[src/core/ctei_pkg.sv]
// Shared constants for the clock task, event and status register block.
package ctei_pkg;
  localparam int ADDR_W = 12;
  // Register offsets (byte addresses).
  localparam logic [11:0] OFF_HF_START_TASK = 12'h000;
  localparam logic [11:0] OFF_HF_STOP_TASK = 12'h004;
  localparam logic [11:0] OFF_LF_START_TASK = 12'h008;
  localparam logic [11:0] OFF_LF_STOP_TASK = 12'h00C;
  localparam logic [11:0] OFF_CAL_TASK = 12'h010;
  localparam logic [11:0] OFF_CT_START_TASK = 12'h014;
  localparam logic [11:0] OFF_CT_STOP_TASK = 12'h018;
  localparam logic [11:0] OFF_EVT_HF_STARTED = 12'h100;
  localparam logic [11:0] OFF_EVT_LF_STARTED = 12'h104;
  localparam logic [11:0] OFF_EVT_CAL_DONE = 12'h10C;
  localparam logic [11:0] OFF_EVT_CT_TIMEOUT = 12'h110;
  localparam logic [11:0] OFF_EVT_CT_STARTED = 12'h128;
  localparam logic [11:0] OFF_EVT_CT_STOPPED = 12'h12C;
  localparam logic [11:0] OFF_IRQ_EN_SET = 12'h304;
  localparam logic [11:0] OFF_IRQ_EN_CLR = 12'h308;
  localparam logic [11:0] OFF_HF_RUN_REQ = 12'h408;
  localparam logic [11:0] OFF_HF_STATUS = 12'h40C;
  localparam logic [11:0] OFF_LF_RUN_REQ = 12'h414;
  localparam logic [11:0] OFF_LF_STATUS = 12'h418;
  localparam logic [11:0] OFF_LF_SRC_SNAP = 12'h41C;
  localparam logic [11:0] OFF_LF_SRC_SEL = 12'h518;
  localparam logic [11:0] OFF_CT_INTERVAL = 12'h538;
  // Event numbering, shared by the event flags and the enable bits.
  localparam int NUM_EVT = 6;
  localparam int EVT_HF = 0;
  localparam int EVT_LF = 1;
  localparam int EVT_DONE = 2;
  localparam int EVT_CAL_TIMER_TIMEOUT = 3;
  localparam int EVT_CAL_TIMER_STARTED = 4;
  localparam int EVT_CAL_TIMER_STOPPED = 5;
  localparam logic [11:0] EVT_OFF [NUM_EVT] = '{OFF_EVT_HF_STARTED, OFF_EVT_LF_STARTED,
    OFF_EVT_CAL_DONE, OFF_EVT_CT_TIMEOUT, OFF_EVT_CT_STARTED, OFF_EVT_CT_STOPPED};
  // Field positions.
  localparam int STAT_STATE_BIT = 16;
  localparam int SEL_BYPASS_BIT = 16;
  localparam int SEL_EXTERNAL_BIT = 17;
  // Low-frequency source codes.
  localparam logic [1:0] SRC_RC = 2'h0;
  localparam logic [1:0] SRC_XTAL = 2'h1;
  localparam logic [1:0] SRC_SYNTH = 2'h2;
  // Reset values and bus answers.
  localparam logic [31:0] RST_WORD = 32'h00000000;
  localparam logic [1:0] RESP_OKAY = 2'h0;
  localparam logic [1:0] RESP_SLVERR = 2'h2;
  typedef enum logic [1:0] {CT_IDLE, CT_STARTING, CT_RUN, CT_STOPPING} ctei_ct_e;
endpackage

[src/core/ctei_clock_ctrl.sv]
// Clock control task, event and status registers behind an AXI4-Lite slave.
// How it works
// - Start task enables high-frequency crystal oscillator
// - Stop task disables high-frequency crystal oscillator
// - Calibrate task requests RC oscillator calibration
// - Timer start task starts calibration countdown
// - Timer stop task stops calibration countdown
// - Crystal running sets crystal-started event
// - Calibration completion sets calibration-done event
// - Timer started sets timer-started event
// - Timer stopped sets timer-stopped event
// - Enable-set bits enable, read current state
// - Enable-clear bits disable, read current state
// - Low-frequency status gives source and running
// - Status shows crystal start task triggered
// - Status shows low-frequency start triggered
// - Start task snapshots source selection
// - Timer counts interval down, times out, stops
// - Timer ignores tasks until acknowledged
// - Crystal selection runs RC first, switches
`timescale 1ns/1ps
`default_nettype none
module ctei_clock_ctrl #(
  parameter int CT_W = 7
) (
  // Clock and reset
  input wire logic aclk,
  input wire logic aresetn,
  // AXI4-Lite write address and data
  input wire logic [ctei_pkg::ADDR_W-1:0] s_axi_awaddr,
  input wire logic [2:0] s_axi_awprot,
  input wire logic s_axi_awvalid,
  output logic s_axi_awready,
  input wire logic [31:0] s_axi_wdata,
  input wire logic [3:0] s_axi_wstrb,
  input wire logic s_axi_wvalid,
  output logic s_axi_wready,
  // AXI4-Lite write response
  output logic [1:0] s_axi_bresp,
  output logic s_axi_bvalid,
  input wire logic s_axi_bready,
  // AXI4-Lite read
  input wire logic [ctei_pkg::ADDR_W-1:0] s_axi_araddr,
  input wire logic [2:0] s_axi_arprot,
  input wire logic s_axi_arvalid,
  output logic s_axi_arready,
  output logic [31:0] s_axi_rdata,
  output logic [1:0] s_axi_rresp,
  output logic s_axi_rvalid,
  input wire logic s_axi_rready,
  // Oscillator control and readiness
  output logic high_freq_crystal_osc_en,
  input wire logic high_freq_crystal_osc_ready,
  output logic low_freq_clock_en,
  output logic low_freq_crystal_osc_en,
  input wire logic low_freq_rc_osc_ready,
  input wire logic low_freq_crystal_osc_ready,
  // Calibration
  output logic rc_cal_request,
  input wire logic rc_cal_done,
  input wire logic cal_timer_tick,
  // Interrupt
  output logic irq
);

  logic wr_rdy_q, bvalid_q, ar_rdy_q, rvalid_q;
  logic [1:0] bresp_q, rresp_q;
  logic [31:0] rdata_q;
  logic wr_fire, rd_fire;
  logic [31:0] wd;
  logic [ctei_pkg::ADDR_W-1:0] waddr;
  logic t_hf_start, t_hf_stop, t_lf_start, t_lf_stop, t_cal, t_ct_start, t_ct_stop;
  logic [ctei_pkg::NUM_EVT-1:0] evt_q, evt_set, inten_q;
  logic hf_en_q, hf_run_req_q, hf_ok_q;
  logic lf_en_q, lf_run_req_q, lf_xtal_en_q, lf_state_q, lf_done_q;
  logic [1:0] lf_src_q;
  logic [31:0] src_sel_q, src_snap_q;
  logic [CT_W-1:0] ct_ivl_q, ct_cnt_q;
  logic cal_req_q, irq_q;
  ctei_pkg::ctei_ct_e ct_state_q;
  logic ct_timeout;

  // Register hit on the word address; byte offsets are all word aligned.
  function automatic logic hit(input logic [ctei_pkg::ADDR_W-1:0] a, input logic [11:0] off);
    hit = (a[ctei_pkg::ADDR_W-1:2] == off[11:2]);
  endfunction

  function automatic logic [31:0] lane_mask(input logic [3:0] s);
    lane_mask = {{8{s[3]}}, {8{s[2]}}, {8{s[1]}}, {8{s[0]}}};
  endfunction

  function automatic logic mapped(input logic [ctei_pkg::ADDR_W-1:0] a);
    mapped = hit(a, ctei_pkg::OFF_HF_START_TASK) || hit(a, ctei_pkg::OFF_HF_STOP_TASK) ||
      hit(a, ctei_pkg::OFF_LF_START_TASK) || hit(a, ctei_pkg::OFF_LF_STOP_TASK) ||
      hit(a, ctei_pkg::OFF_CAL_TASK) || hit(a, ctei_pkg::OFF_CT_START_TASK) ||
      hit(a, ctei_pkg::OFF_CT_STOP_TASK) || hit(a, ctei_pkg::OFF_EVT_HF_STARTED) ||
      hit(a, ctei_pkg::OFF_EVT_LF_STARTED) || hit(a, ctei_pkg::OFF_EVT_CAL_DONE) ||
      hit(a, ctei_pkg::OFF_EVT_CT_TIMEOUT) || hit(a, ctei_pkg::OFF_EVT_CT_STARTED) ||
      hit(a, ctei_pkg::OFF_EVT_CT_STOPPED) || hit(a, ctei_pkg::OFF_IRQ_EN_SET) ||
      hit(a, ctei_pkg::OFF_IRQ_EN_CLR) || hit(a, ctei_pkg::OFF_HF_RUN_REQ) ||
      hit(a, ctei_pkg::OFF_HF_STATUS) || hit(a, ctei_pkg::OFF_LF_RUN_REQ) ||
      hit(a, ctei_pkg::OFF_LF_STATUS) || hit(a, ctei_pkg::OFF_LF_SRC_SNAP) ||
      hit(a, ctei_pkg::OFF_LF_SRC_SEL) || hit(a, ctei_pkg::OFF_CT_INTERVAL);
  endfunction

  // Address and data are taken together, one write at a time, so no skid storage is needed.
  assign wr_fire = wr_rdy_q & s_axi_awvalid & s_axi_wvalid;
  assign rd_fire = ar_rdy_q & s_axi_arvalid;
  assign waddr = s_axi_awaddr;
  assign wd = s_axi_wdata & lane_mask(s_axi_wstrb);

  always_ff @(posedge aclk) begin
    if (!aresetn) begin
      wr_rdy_q <= 1'b0;
    end else if (wr_rdy_q) begin
      wr_rdy_q <= 1'b0;
    end else begin
      wr_rdy_q <= s_axi_awvalid & s_axi_wvalid & ~bvalid_q;
    end
  end

  always_ff @(posedge aclk) begin
    if (!aresetn) begin
      bvalid_q <= 1'b0;
      bresp_q <= ctei_pkg::RESP_OKAY;
    end else if (wr_fire) begin
      bvalid_q <= 1'b1;
      bresp_q <= mapped(waddr) ? ctei_pkg::RESP_OKAY : ctei_pkg::RESP_SLVERR;
    end else if (s_axi_bready) begin
      bvalid_q <= 1'b0;
    end
  end

  always_ff @(posedge aclk) begin
    if (!aresetn) begin
      ar_rdy_q <= 1'b0;
    end else if (ar_rdy_q) begin
      ar_rdy_q <= 1'b0;
    end else begin
      ar_rdy_q <= s_axi_arvalid & ~rvalid_q;
    end
  end

  // Task triggers: a one written into bit 0; the task words hold no state.
  assign t_hf_start = wr_fire & hit(waddr, ctei_pkg::OFF_HF_START_TASK) & wd[0];
  assign t_hf_stop = wr_fire & hit(waddr, ctei_pkg::OFF_HF_STOP_TASK) & wd[0];
  assign t_lf_start = wr_fire & hit(waddr, ctei_pkg::OFF_LF_START_TASK) & wd[0];
  assign t_lf_stop = wr_fire & hit(waddr, ctei_pkg::OFF_LF_STOP_TASK) & wd[0];
  assign t_cal = wr_fire & hit(waddr, ctei_pkg::OFF_CAL_TASK) & wd[0];
  assign t_ct_start = wr_fire & hit(waddr, ctei_pkg::OFF_CT_START_TASK) & wd[0];
  assign t_ct_stop = wr_fire & hit(waddr, ctei_pkg::OFF_CT_STOP_TASK) & wd[0];

  // High-frequency crystal oscillator; a start in the same write cycle as a stop wins.
  always_ff @(posedge aclk) begin
    if (!aresetn) begin
      hf_en_q <= 1'b0;
      hf_run_req_q <= 1'b0;
      hf_ok_q <= 1'b0;
    end else begin
      if (t_hf_start) begin
        hf_en_q <= 1'b1;
        hf_run_req_q <= 1'b1;
      end else if (t_hf_stop) begin
        hf_en_q <= 1'b0;
        hf_run_req_q <= 1'b0;
      end
      hf_ok_q <= hf_en_q & high_freq_crystal_osc_ready;
    end
  end

  // Low-frequency clock control, source snapshot and status.
  always_ff @(posedge aclk) begin
    if (!aresetn) begin
      lf_en_q <= 1'b0;
      lf_run_req_q <= 1'b0;
      src_snap_q <= ctei_pkg::RST_WORD;
    end else if (t_lf_start) begin
      lf_en_q <= 1'b1;
      lf_run_req_q <= 1'b1;
      src_snap_q <= src_sel_q;
    end else if (t_lf_stop) begin
      lf_en_q <= 1'b0;
      lf_run_req_q <= 1'b0;
    end
  end

  // A crystal selection runs from the RC oscillator until the crystal is up.
  always_ff @(posedge aclk) begin
    if (!aresetn) begin
      lf_state_q <= 1'b0;
      lf_src_q <= ctei_pkg::SRC_RC;
      lf_xtal_en_q <= 1'b0;
      lf_done_q <= 1'b0;
    end else begin
      lf_state_q <= lf_en_q & low_freq_rc_osc_ready;
      lf_xtal_en_q <= lf_en_q & (src_snap_q[1:0] == ctei_pkg::SRC_XTAL);
      if (src_snap_q[1:0] == ctei_pkg::SRC_XTAL) begin
        lf_src_q <= (lf_en_q & low_freq_crystal_osc_ready) ?
          ctei_pkg::SRC_XTAL : ctei_pkg::SRC_RC;
        lf_done_q <= lf_en_q & low_freq_rc_osc_ready & low_freq_crystal_osc_ready;
      end else begin
        lf_src_q <= src_snap_q[1:0];
        lf_done_q <= lf_en_q & low_freq_rc_osc_ready;
      end
    end
  end

  // Source selection is frozen while the low-frequency clock is enabled.
  always_ff @(posedge aclk) begin
    if (!aresetn) begin
      src_sel_q <= ctei_pkg::RST_WORD;
      ct_ivl_q <= '0;
    end else if (wr_fire) begin
      if (hit(waddr, ctei_pkg::OFF_LF_SRC_SEL) && !lf_en_q) begin
        src_sel_q <= {14'h0000, wd[ctei_pkg::SEL_EXTERNAL_BIT], wd[ctei_pkg::SEL_BYPASS_BIT],
          14'h0000, wd[1:0]};
      end
      if (hit(waddr, ctei_pkg::OFF_CT_INTERVAL)) begin
        ct_ivl_q <= wd[CT_W-1:0];
      end
    end
  end

  // Calibration request stays up until the oscillator reports completion.
  always_ff @(posedge aclk) begin
    if (!aresetn) begin
      cal_req_q <= 1'b0;
    end else if (cal_req_q && rc_cal_done) begin
      cal_req_q <= 1'b0;
    end else if (t_cal) begin
      cal_req_q <= 1'b1;
    end
  end

  // Calibration timer; tasks arriving while a start or stop is in flight are dropped.
  assign ct_timeout = (ct_state_q == ctei_pkg::CT_RUN) && cal_timer_tick && (ct_cnt_q <= 1);

  always_ff @(posedge aclk) begin
    if (!aresetn) begin
      ct_state_q <= ctei_pkg::CT_IDLE;
      ct_cnt_q <= '0;
    end else begin
      case (ct_state_q)
        ctei_pkg::CT_IDLE: begin
          if (t_ct_start) begin
            ct_state_q <= ctei_pkg::CT_STARTING;
            ct_cnt_q <= ct_ivl_q;
          end
        end
        ctei_pkg::CT_STARTING: begin
          ct_state_q <= ctei_pkg::CT_RUN;
        end
        ctei_pkg::CT_RUN: begin
          if (ct_timeout) begin
            ct_state_q <= ctei_pkg::CT_IDLE;
          end else if (t_ct_stop) begin
            ct_state_q <= ctei_pkg::CT_STOPPING;
          end else if (cal_timer_tick) begin
            ct_cnt_q <= ct_cnt_q - 1'b1;
          end
        end
        ctei_pkg::CT_STOPPING: begin
          ct_state_q <= ctei_pkg::CT_IDLE;
        end
        default: begin
          ct_state_q <= ctei_pkg::CT_IDLE;
        end
      endcase
    end
  end

  // Hardware event sources.
  always_comb begin
    evt_set = '0;
    evt_set[ctei_pkg::EVT_HF] = hf_en_q & high_freq_crystal_osc_ready & ~hf_ok_q;
    evt_set[ctei_pkg::EVT_LF] = lf_en_q & low_freq_rc_osc_ready & ~lf_done_q &
      ((src_snap_q[1:0] != ctei_pkg::SRC_XTAL) | low_freq_crystal_osc_ready);
    evt_set[ctei_pkg::EVT_DONE] = cal_req_q & rc_cal_done;
    evt_set[ctei_pkg::EVT_CAL_TIMER_TIMEOUT] = ct_timeout;
    evt_set[ctei_pkg::EVT_CAL_TIMER_STARTED] = (ct_state_q == ctei_pkg::CT_STARTING) |
      ((ct_state_q == ctei_pkg::CT_RUN) & t_ct_start & ~ct_timeout);
    evt_set[ctei_pkg::EVT_CAL_TIMER_STOPPED] = (ct_state_q == ctei_pkg::CT_STOPPING) |
      ((ct_state_q == ctei_pkg::CT_IDLE) & t_ct_stop);
  end

  // Event flags: a hardware set in the cycle of a software write beats the write.
  for (genvar i = 0; i < ctei_pkg::NUM_EVT; i++) begin : g_evt
    always_ff @(posedge aclk) begin
      if (!aresetn) begin
        evt_q[i] <= 1'b0;
      end else if (evt_set[i]) begin
        evt_q[i] <= 1'b1;
      end else if (wr_fire && hit(waddr, ctei_pkg::EVT_OFF[i])) begin
        evt_q[i] <= wd[0];
      end
    end
  end

  always_ff @(posedge aclk) begin
    if (!aresetn) begin
      inten_q <= '0;
    end else if (wr_fire && hit(waddr, ctei_pkg::OFF_IRQ_EN_SET)) begin
      inten_q <= inten_q | wd[ctei_pkg::NUM_EVT-1:0];
    end else if (wr_fire && hit(waddr, ctei_pkg::OFF_IRQ_EN_CLR)) begin
      inten_q <= inten_q & ~wd[ctei_pkg::NUM_EVT-1:0];
    end
  end

  always_ff @(posedge aclk) begin
    if (!aresetn) begin
      irq_q <= 1'b0;
    end else begin
      irq_q <= |(evt_q & inten_q);
    end
  end

  // Read data; task words and unmapped words read zero.
  function automatic logic [31:0] rd_word(input logic [ctei_pkg::ADDR_W-1:0] a);
    logic [31:0] r;
    r = ctei_pkg::RST_WORD;
    for (int k = 0; k < ctei_pkg::NUM_EVT; k++) begin
      if (hit(a, ctei_pkg::EVT_OFF[k])) begin
        r[0] = evt_q[k];
      end
    end
    if (hit(a, ctei_pkg::OFF_IRQ_EN_SET) || hit(a, ctei_pkg::OFF_IRQ_EN_CLR)) begin
      r[ctei_pkg::NUM_EVT-1:0] = inten_q;
    end
    if (hit(a, ctei_pkg::OFF_HF_RUN_REQ)) begin
      r[0] = hf_run_req_q;
    end
    if (hit(a, ctei_pkg::OFF_HF_STATUS)) begin
      r[0] = hf_ok_q;
      r[ctei_pkg::STAT_STATE_BIT] = 1'b1;
    end
    if (hit(a, ctei_pkg::OFF_LF_RUN_REQ)) begin
      r[0] = lf_run_req_q;
    end
    if (hit(a, ctei_pkg::OFF_LF_STATUS)) begin
      r[1:0] = lf_src_q;
      r[ctei_pkg::STAT_STATE_BIT] = lf_state_q;
    end
    if (hit(a, ctei_pkg::OFF_LF_SRC_SNAP)) begin
      r = src_snap_q;
    end
    if (hit(a, ctei_pkg::OFF_LF_SRC_SEL)) begin
      r = src_sel_q;
    end
    if (hit(a, ctei_pkg::OFF_CT_INTERVAL)) begin
      r[CT_W-1:0] = ct_ivl_q;
    end
    rd_word = r;
  endfunction

  always_ff @(posedge aclk) begin
    if (!aresetn) begin
      rvalid_q <= 1'b0;
      rdata_q <= ctei_pkg::RST_WORD;
      rresp_q <= ctei_pkg::RESP_OKAY;
    end else if (rd_fire) begin
      rvalid_q <= 1'b1;
      rdata_q <= rd_word(s_axi_araddr);
      rresp_q <= mapped(s_axi_araddr) ? ctei_pkg::RESP_OKAY : ctei_pkg::RESP_SLVERR;
    end else if (s_axi_rready) begin
      rvalid_q <= 1'b0;
    end
  end

  assign s_axi_awready = wr_rdy_q;
  assign s_axi_wready = wr_rdy_q;
  assign s_axi_bvalid = bvalid_q;
  assign s_axi_bresp = bresp_q;
  assign s_axi_arready = ar_rdy_q;
  assign s_axi_rvalid = rvalid_q;
  assign s_axi_rdata = rdata_q;
  assign s_axi_rresp = rresp_q;
  assign high_freq_crystal_osc_en = hf_en_q;
  assign low_freq_clock_en = lf_en_q;
  assign low_freq_crystal_osc_en = lf_xtal_en_q;
  assign rc_cal_request = cal_req_q;
  assign irq = irq_q;
endmodule
`default_nettype wire

[config.mk]
export PLATFORM = sky130hd
export DESIGN_NAME = ctei_clock_ctrl
export DESIGN_NICKNAME = d
export VERILOG_FILES = /design/src/core/ctei_pkg.sv /design/src/core/ctei_clock_ctrl.sv
export SDC_FILE = /design/constraint.sdc
export NUM_CORES = 1
export LEC_CHECK = 0
export CORE_UTILIZATION = 59
export CTS_BUF_LIST = sky130_fd_sc_hd__clkbuf_16
export CTS_CLUSTER_DIAMETER = 60
export DETAILED_ROUTE_END_ITERATION = 10
export DONT_BUFFER_PORTS = 1
export PLACE_DENSITY_LB_ADDON = 0.1
export SETUP_SLACK_MARGIN = 0.4
export SLEW_MARGIN = 20
export SYNTH_ARGS = -nofsm -noshare
export SYNTH_HDL_FRONTEND = slang
export SYNTH_SLANG_ARGS = --single-unit
export TNS_END_PERCENT = 30
[constraint.sdc]
create_clock -name aclk -period 6 [get_ports aclk]
set_clock_uncertainty 0.2 [all_clocks]
set_input_delay 0.3 -clock aclk [delete_from_list [all_inputs] [get_ports aclk]]
set_output_delay 0.3 -clock aclk [all_outputs]
set_load 0.005 [all_outputs]
==> results_dict.tcl <==
set metrics [dict create \
    layout_commonest_cell "dfxtp_1" \
    post-dp-hpwl_um 6170 \
    cts_setup_buffers 0 \
    h-tree-depth 3 \
    num_io_pins 124 \
    synth_top_family_by_area "simple AND/OR/NAND/NOR gates" \
    crit_required_ns 6.07 \
    synth_warnings 0 \
    synth-main-ff-cell "dfxtp_1" \
    mostFrequentLayoutCells "dfxtp_1, nand2_1, a21oi_1" \
    arrival_ns 2.58 \
    synth_fa_ha_area_share_pct 0.708 \
    rr_worst_depth 6 \
    initial_utilization_pct 62.6 \
    rsz0062_at_grt "false" \
    drtPass1Iterations 5 \
    grt_pass1_vias 3045 \
    synth_compound_area_share_pct 22.9 \
    ctsHoldBuffers 27 \
    cts-root-buf "clkbuf_16" \
    hold_depth 2 \
    grt_util_all_layers_pct 30.4 \
    design.die.area_mm2 0.00630 \
    io_buffers 0 \
    tns_ns 0 \
    diodes 0 \
    power_density_mw_per_mm2 249 \
    r2r_setup_slack_ns 3.48 \
    maxCapViolCount 0 \
    grt_pass1_wl_um 14700 \
    drc_errors 0 \
    clkSlewWorstSetupHoldPaths_ns 0.06 \
    clock_latency_ns 0.33 \
    gp_congestion 0.904 \
    worstReg2RegEnd "ct_ivl_q[2]$_SDFFE_PN0P_" \
    placedCellCount 491 \
    grt.overflow.total 0 \
    synth_edf_count 0 \
    synth.distinct_cells 65 \
    status "finished, violations left" \
    die_w_um 79.4 \
    cts_made_buffers 9 \
    post-route-period-util_pct 42.0 \
    cp-end-kind "flop" \
    grt_antenna_before_repair 0 \
    ys_seq_area_share_pct 34.6 \
    vias 3409 \
    setup_viol 0 \
    whs_ns -0.000447 \
    vdd_ir_drop_max_mv 0.216 \
    cts.repair.resized 0 \
    core_mm2 0.00564 \
    cts_buffer_depth 2 \
    syn_avg_cell_area_um2 7.82 \
    drt-total-wl_um 9240 \
    synthToLayoutAreaGrowth_pct 12.0 \
    violations "negative hold slack" \
    row_count 27 \
    final_hold_viol_count 1 \
    die_h_um 79.4 \
    synthArstFlopShare_pct 0 \
    fin_crit_ns 2.52 \
    slew_violations 0 \
    min_from "s_axi_araddr[5]" \
    r2r-start "s_axi_awready$_SDFF_PP0_" \
    synthSimpleGateAreaFrac_pct 28.8 \
    drive_above_1_share_pct 6.71 \
    start_kind "flop" \
    utilization_pct 70.2 \
    p_leak_uw 0.00131 \
    avgViaCountPerCell 6.38 \
    crit_type "reg -> reg" \
    cp_max_fo 7 \
    grt_max_degree 33 \
    synth_xor_xnor_area_share_pct 0.248 \
    wl_per_cell_um 17.3 \
    fmax_mhz 397 \
    clock-sinks 61 \
    dr.first_iter.drc_count 218 \
    muxShareOfSynthArea_pct 2.58 \
    worst_slew_pin_slew_ns 0.972 \
    synthCells 452 \
    syn_area_mm2 0.00353 \
    min_to "s_axi_rdata[17]$_SDFFE_PN0P_" \
    slew_headroom_pct 34.7 \
    stdcell_count 534 \
    worstHoldPathType "in -> reg" \
    layout.nets 537 \
    ys_seq_elements 61 \
    cts_tree "built" \
    ant_nets 0 \
]
[power breakdown]
part,leakage [uW],switching (uW),total (uW),internal [uW]
registers,0.000492,2.97,412,409
clock network,0.000138,196,518,322
logic,0.000684,32.5,56.8,24.3
total,0.00131,231,987,755
[metal layers]
metal / track usage, % / part of all wire [%] / up-vias
li1: - / - / 1616
met1: 40.5 / 45 / 1624
met2: 48.0 / 46 / 151
met3: 6.97 / 7.6 / 18
met4: 11.1 / 1.3 / 0
met5: 0 / 0 / -
[worst max path at each step]
stage,startpoint,endpoint,cells after the start
global route,s_axi_awready$_SDFF_PP0_,ct_ivl_q[2]$_SDFFE_PN0P_,6
floorplan,ct_cnt_q[1]$_SDFFE_PN0P_,ct_cnt_q[0]$_SDFFE_PN0P_,8
finish,s_axi_awready$_SDFF_PP0_,ct_ivl_q[2]$_SDFFE_PN0P_,6
global placement,s_axi_araddr[11],s_axi_rdata[16]$_SDFFE_PN0P_,5
CTS,s_axi_awready$_SDFF_PP0_,ct_ivl_q[2]$_SDFFE_PN0P_,6
detailed placement,s_axi_araddr[11],s_axi_rdata[16]$_SDFFE_PN0P_,5
[cell type report]
class	instances	area, um2
clock buffer	9	225
clock inverter	7	75.1
fill	468	1680
inverter	7	26.3
multi-input combinational	350	2040
sequential	61	1220
tap	72	90.1
timing repair buffer	28	278
[synth_stat cells, types with 6 or more instances]
cell       instances  share of area (%)
a31oi_1            8                1.4
or3_1              7                1.2
mux2i_1            8                2.3
o31ai_1            7                1.5
nand4_1           10                1.8
o21ai_1            7               0.99
o21ai_0           20                2.8
nor2_1            26                2.8
inv_1              7               0.74
buf_4             27                5.7
nand3_1           24                3.4
nand2b_1          11                1.9
dfxtp_1           61                 35
nand2_1           52                5.5
a21oi_1           46                6.5
o2111ai_1          6                1.5
nor3_1            10                1.4
clkbuf_1          23                2.4
[flip-flops by register name (all words and copies together), names as in the netlist, 2 cells and up, named ones only]
name	cells
src_sel_q	4
evt_q	6
src_snap_q	4
ct_cnt_q	7
lf_src_q	2
ct_state_q	2
ct_ivl_q	7
s_axi_rdata	9
[worst max-delay path, stage by stage, from the launching register on]
cell and delay [ns]:
dfxtp_1 0.42, nand3_1 0.18, nor3_1 0.44, and3_1 0.40, nand3_1 0.11, dlygate4sd3_1 0.57, a21oi_1 0.13
[cells by family after synthesis]
logic type,Yosys count
flops,61
simple gates,186
fa+ha+maj,2
xor+xnor,1
mux,9
compound gates,127
buf+inv,65
other cells,1
[metrics by stage]
step | setup slack (ns) | cell area (um2) | total power, uW
detailed placement | 3.37 | 3390 | 459
finish | 3.48 | 3960 | 987
global route | 3.31 | 3960 | 1010
CTS | 3.51 | 3960 | 986
floorplan | 3.92 | 3620 | 477
global placement | 3.38 | 3390 | 458
No activity file was read; power rests on OpenSTA's default activity.
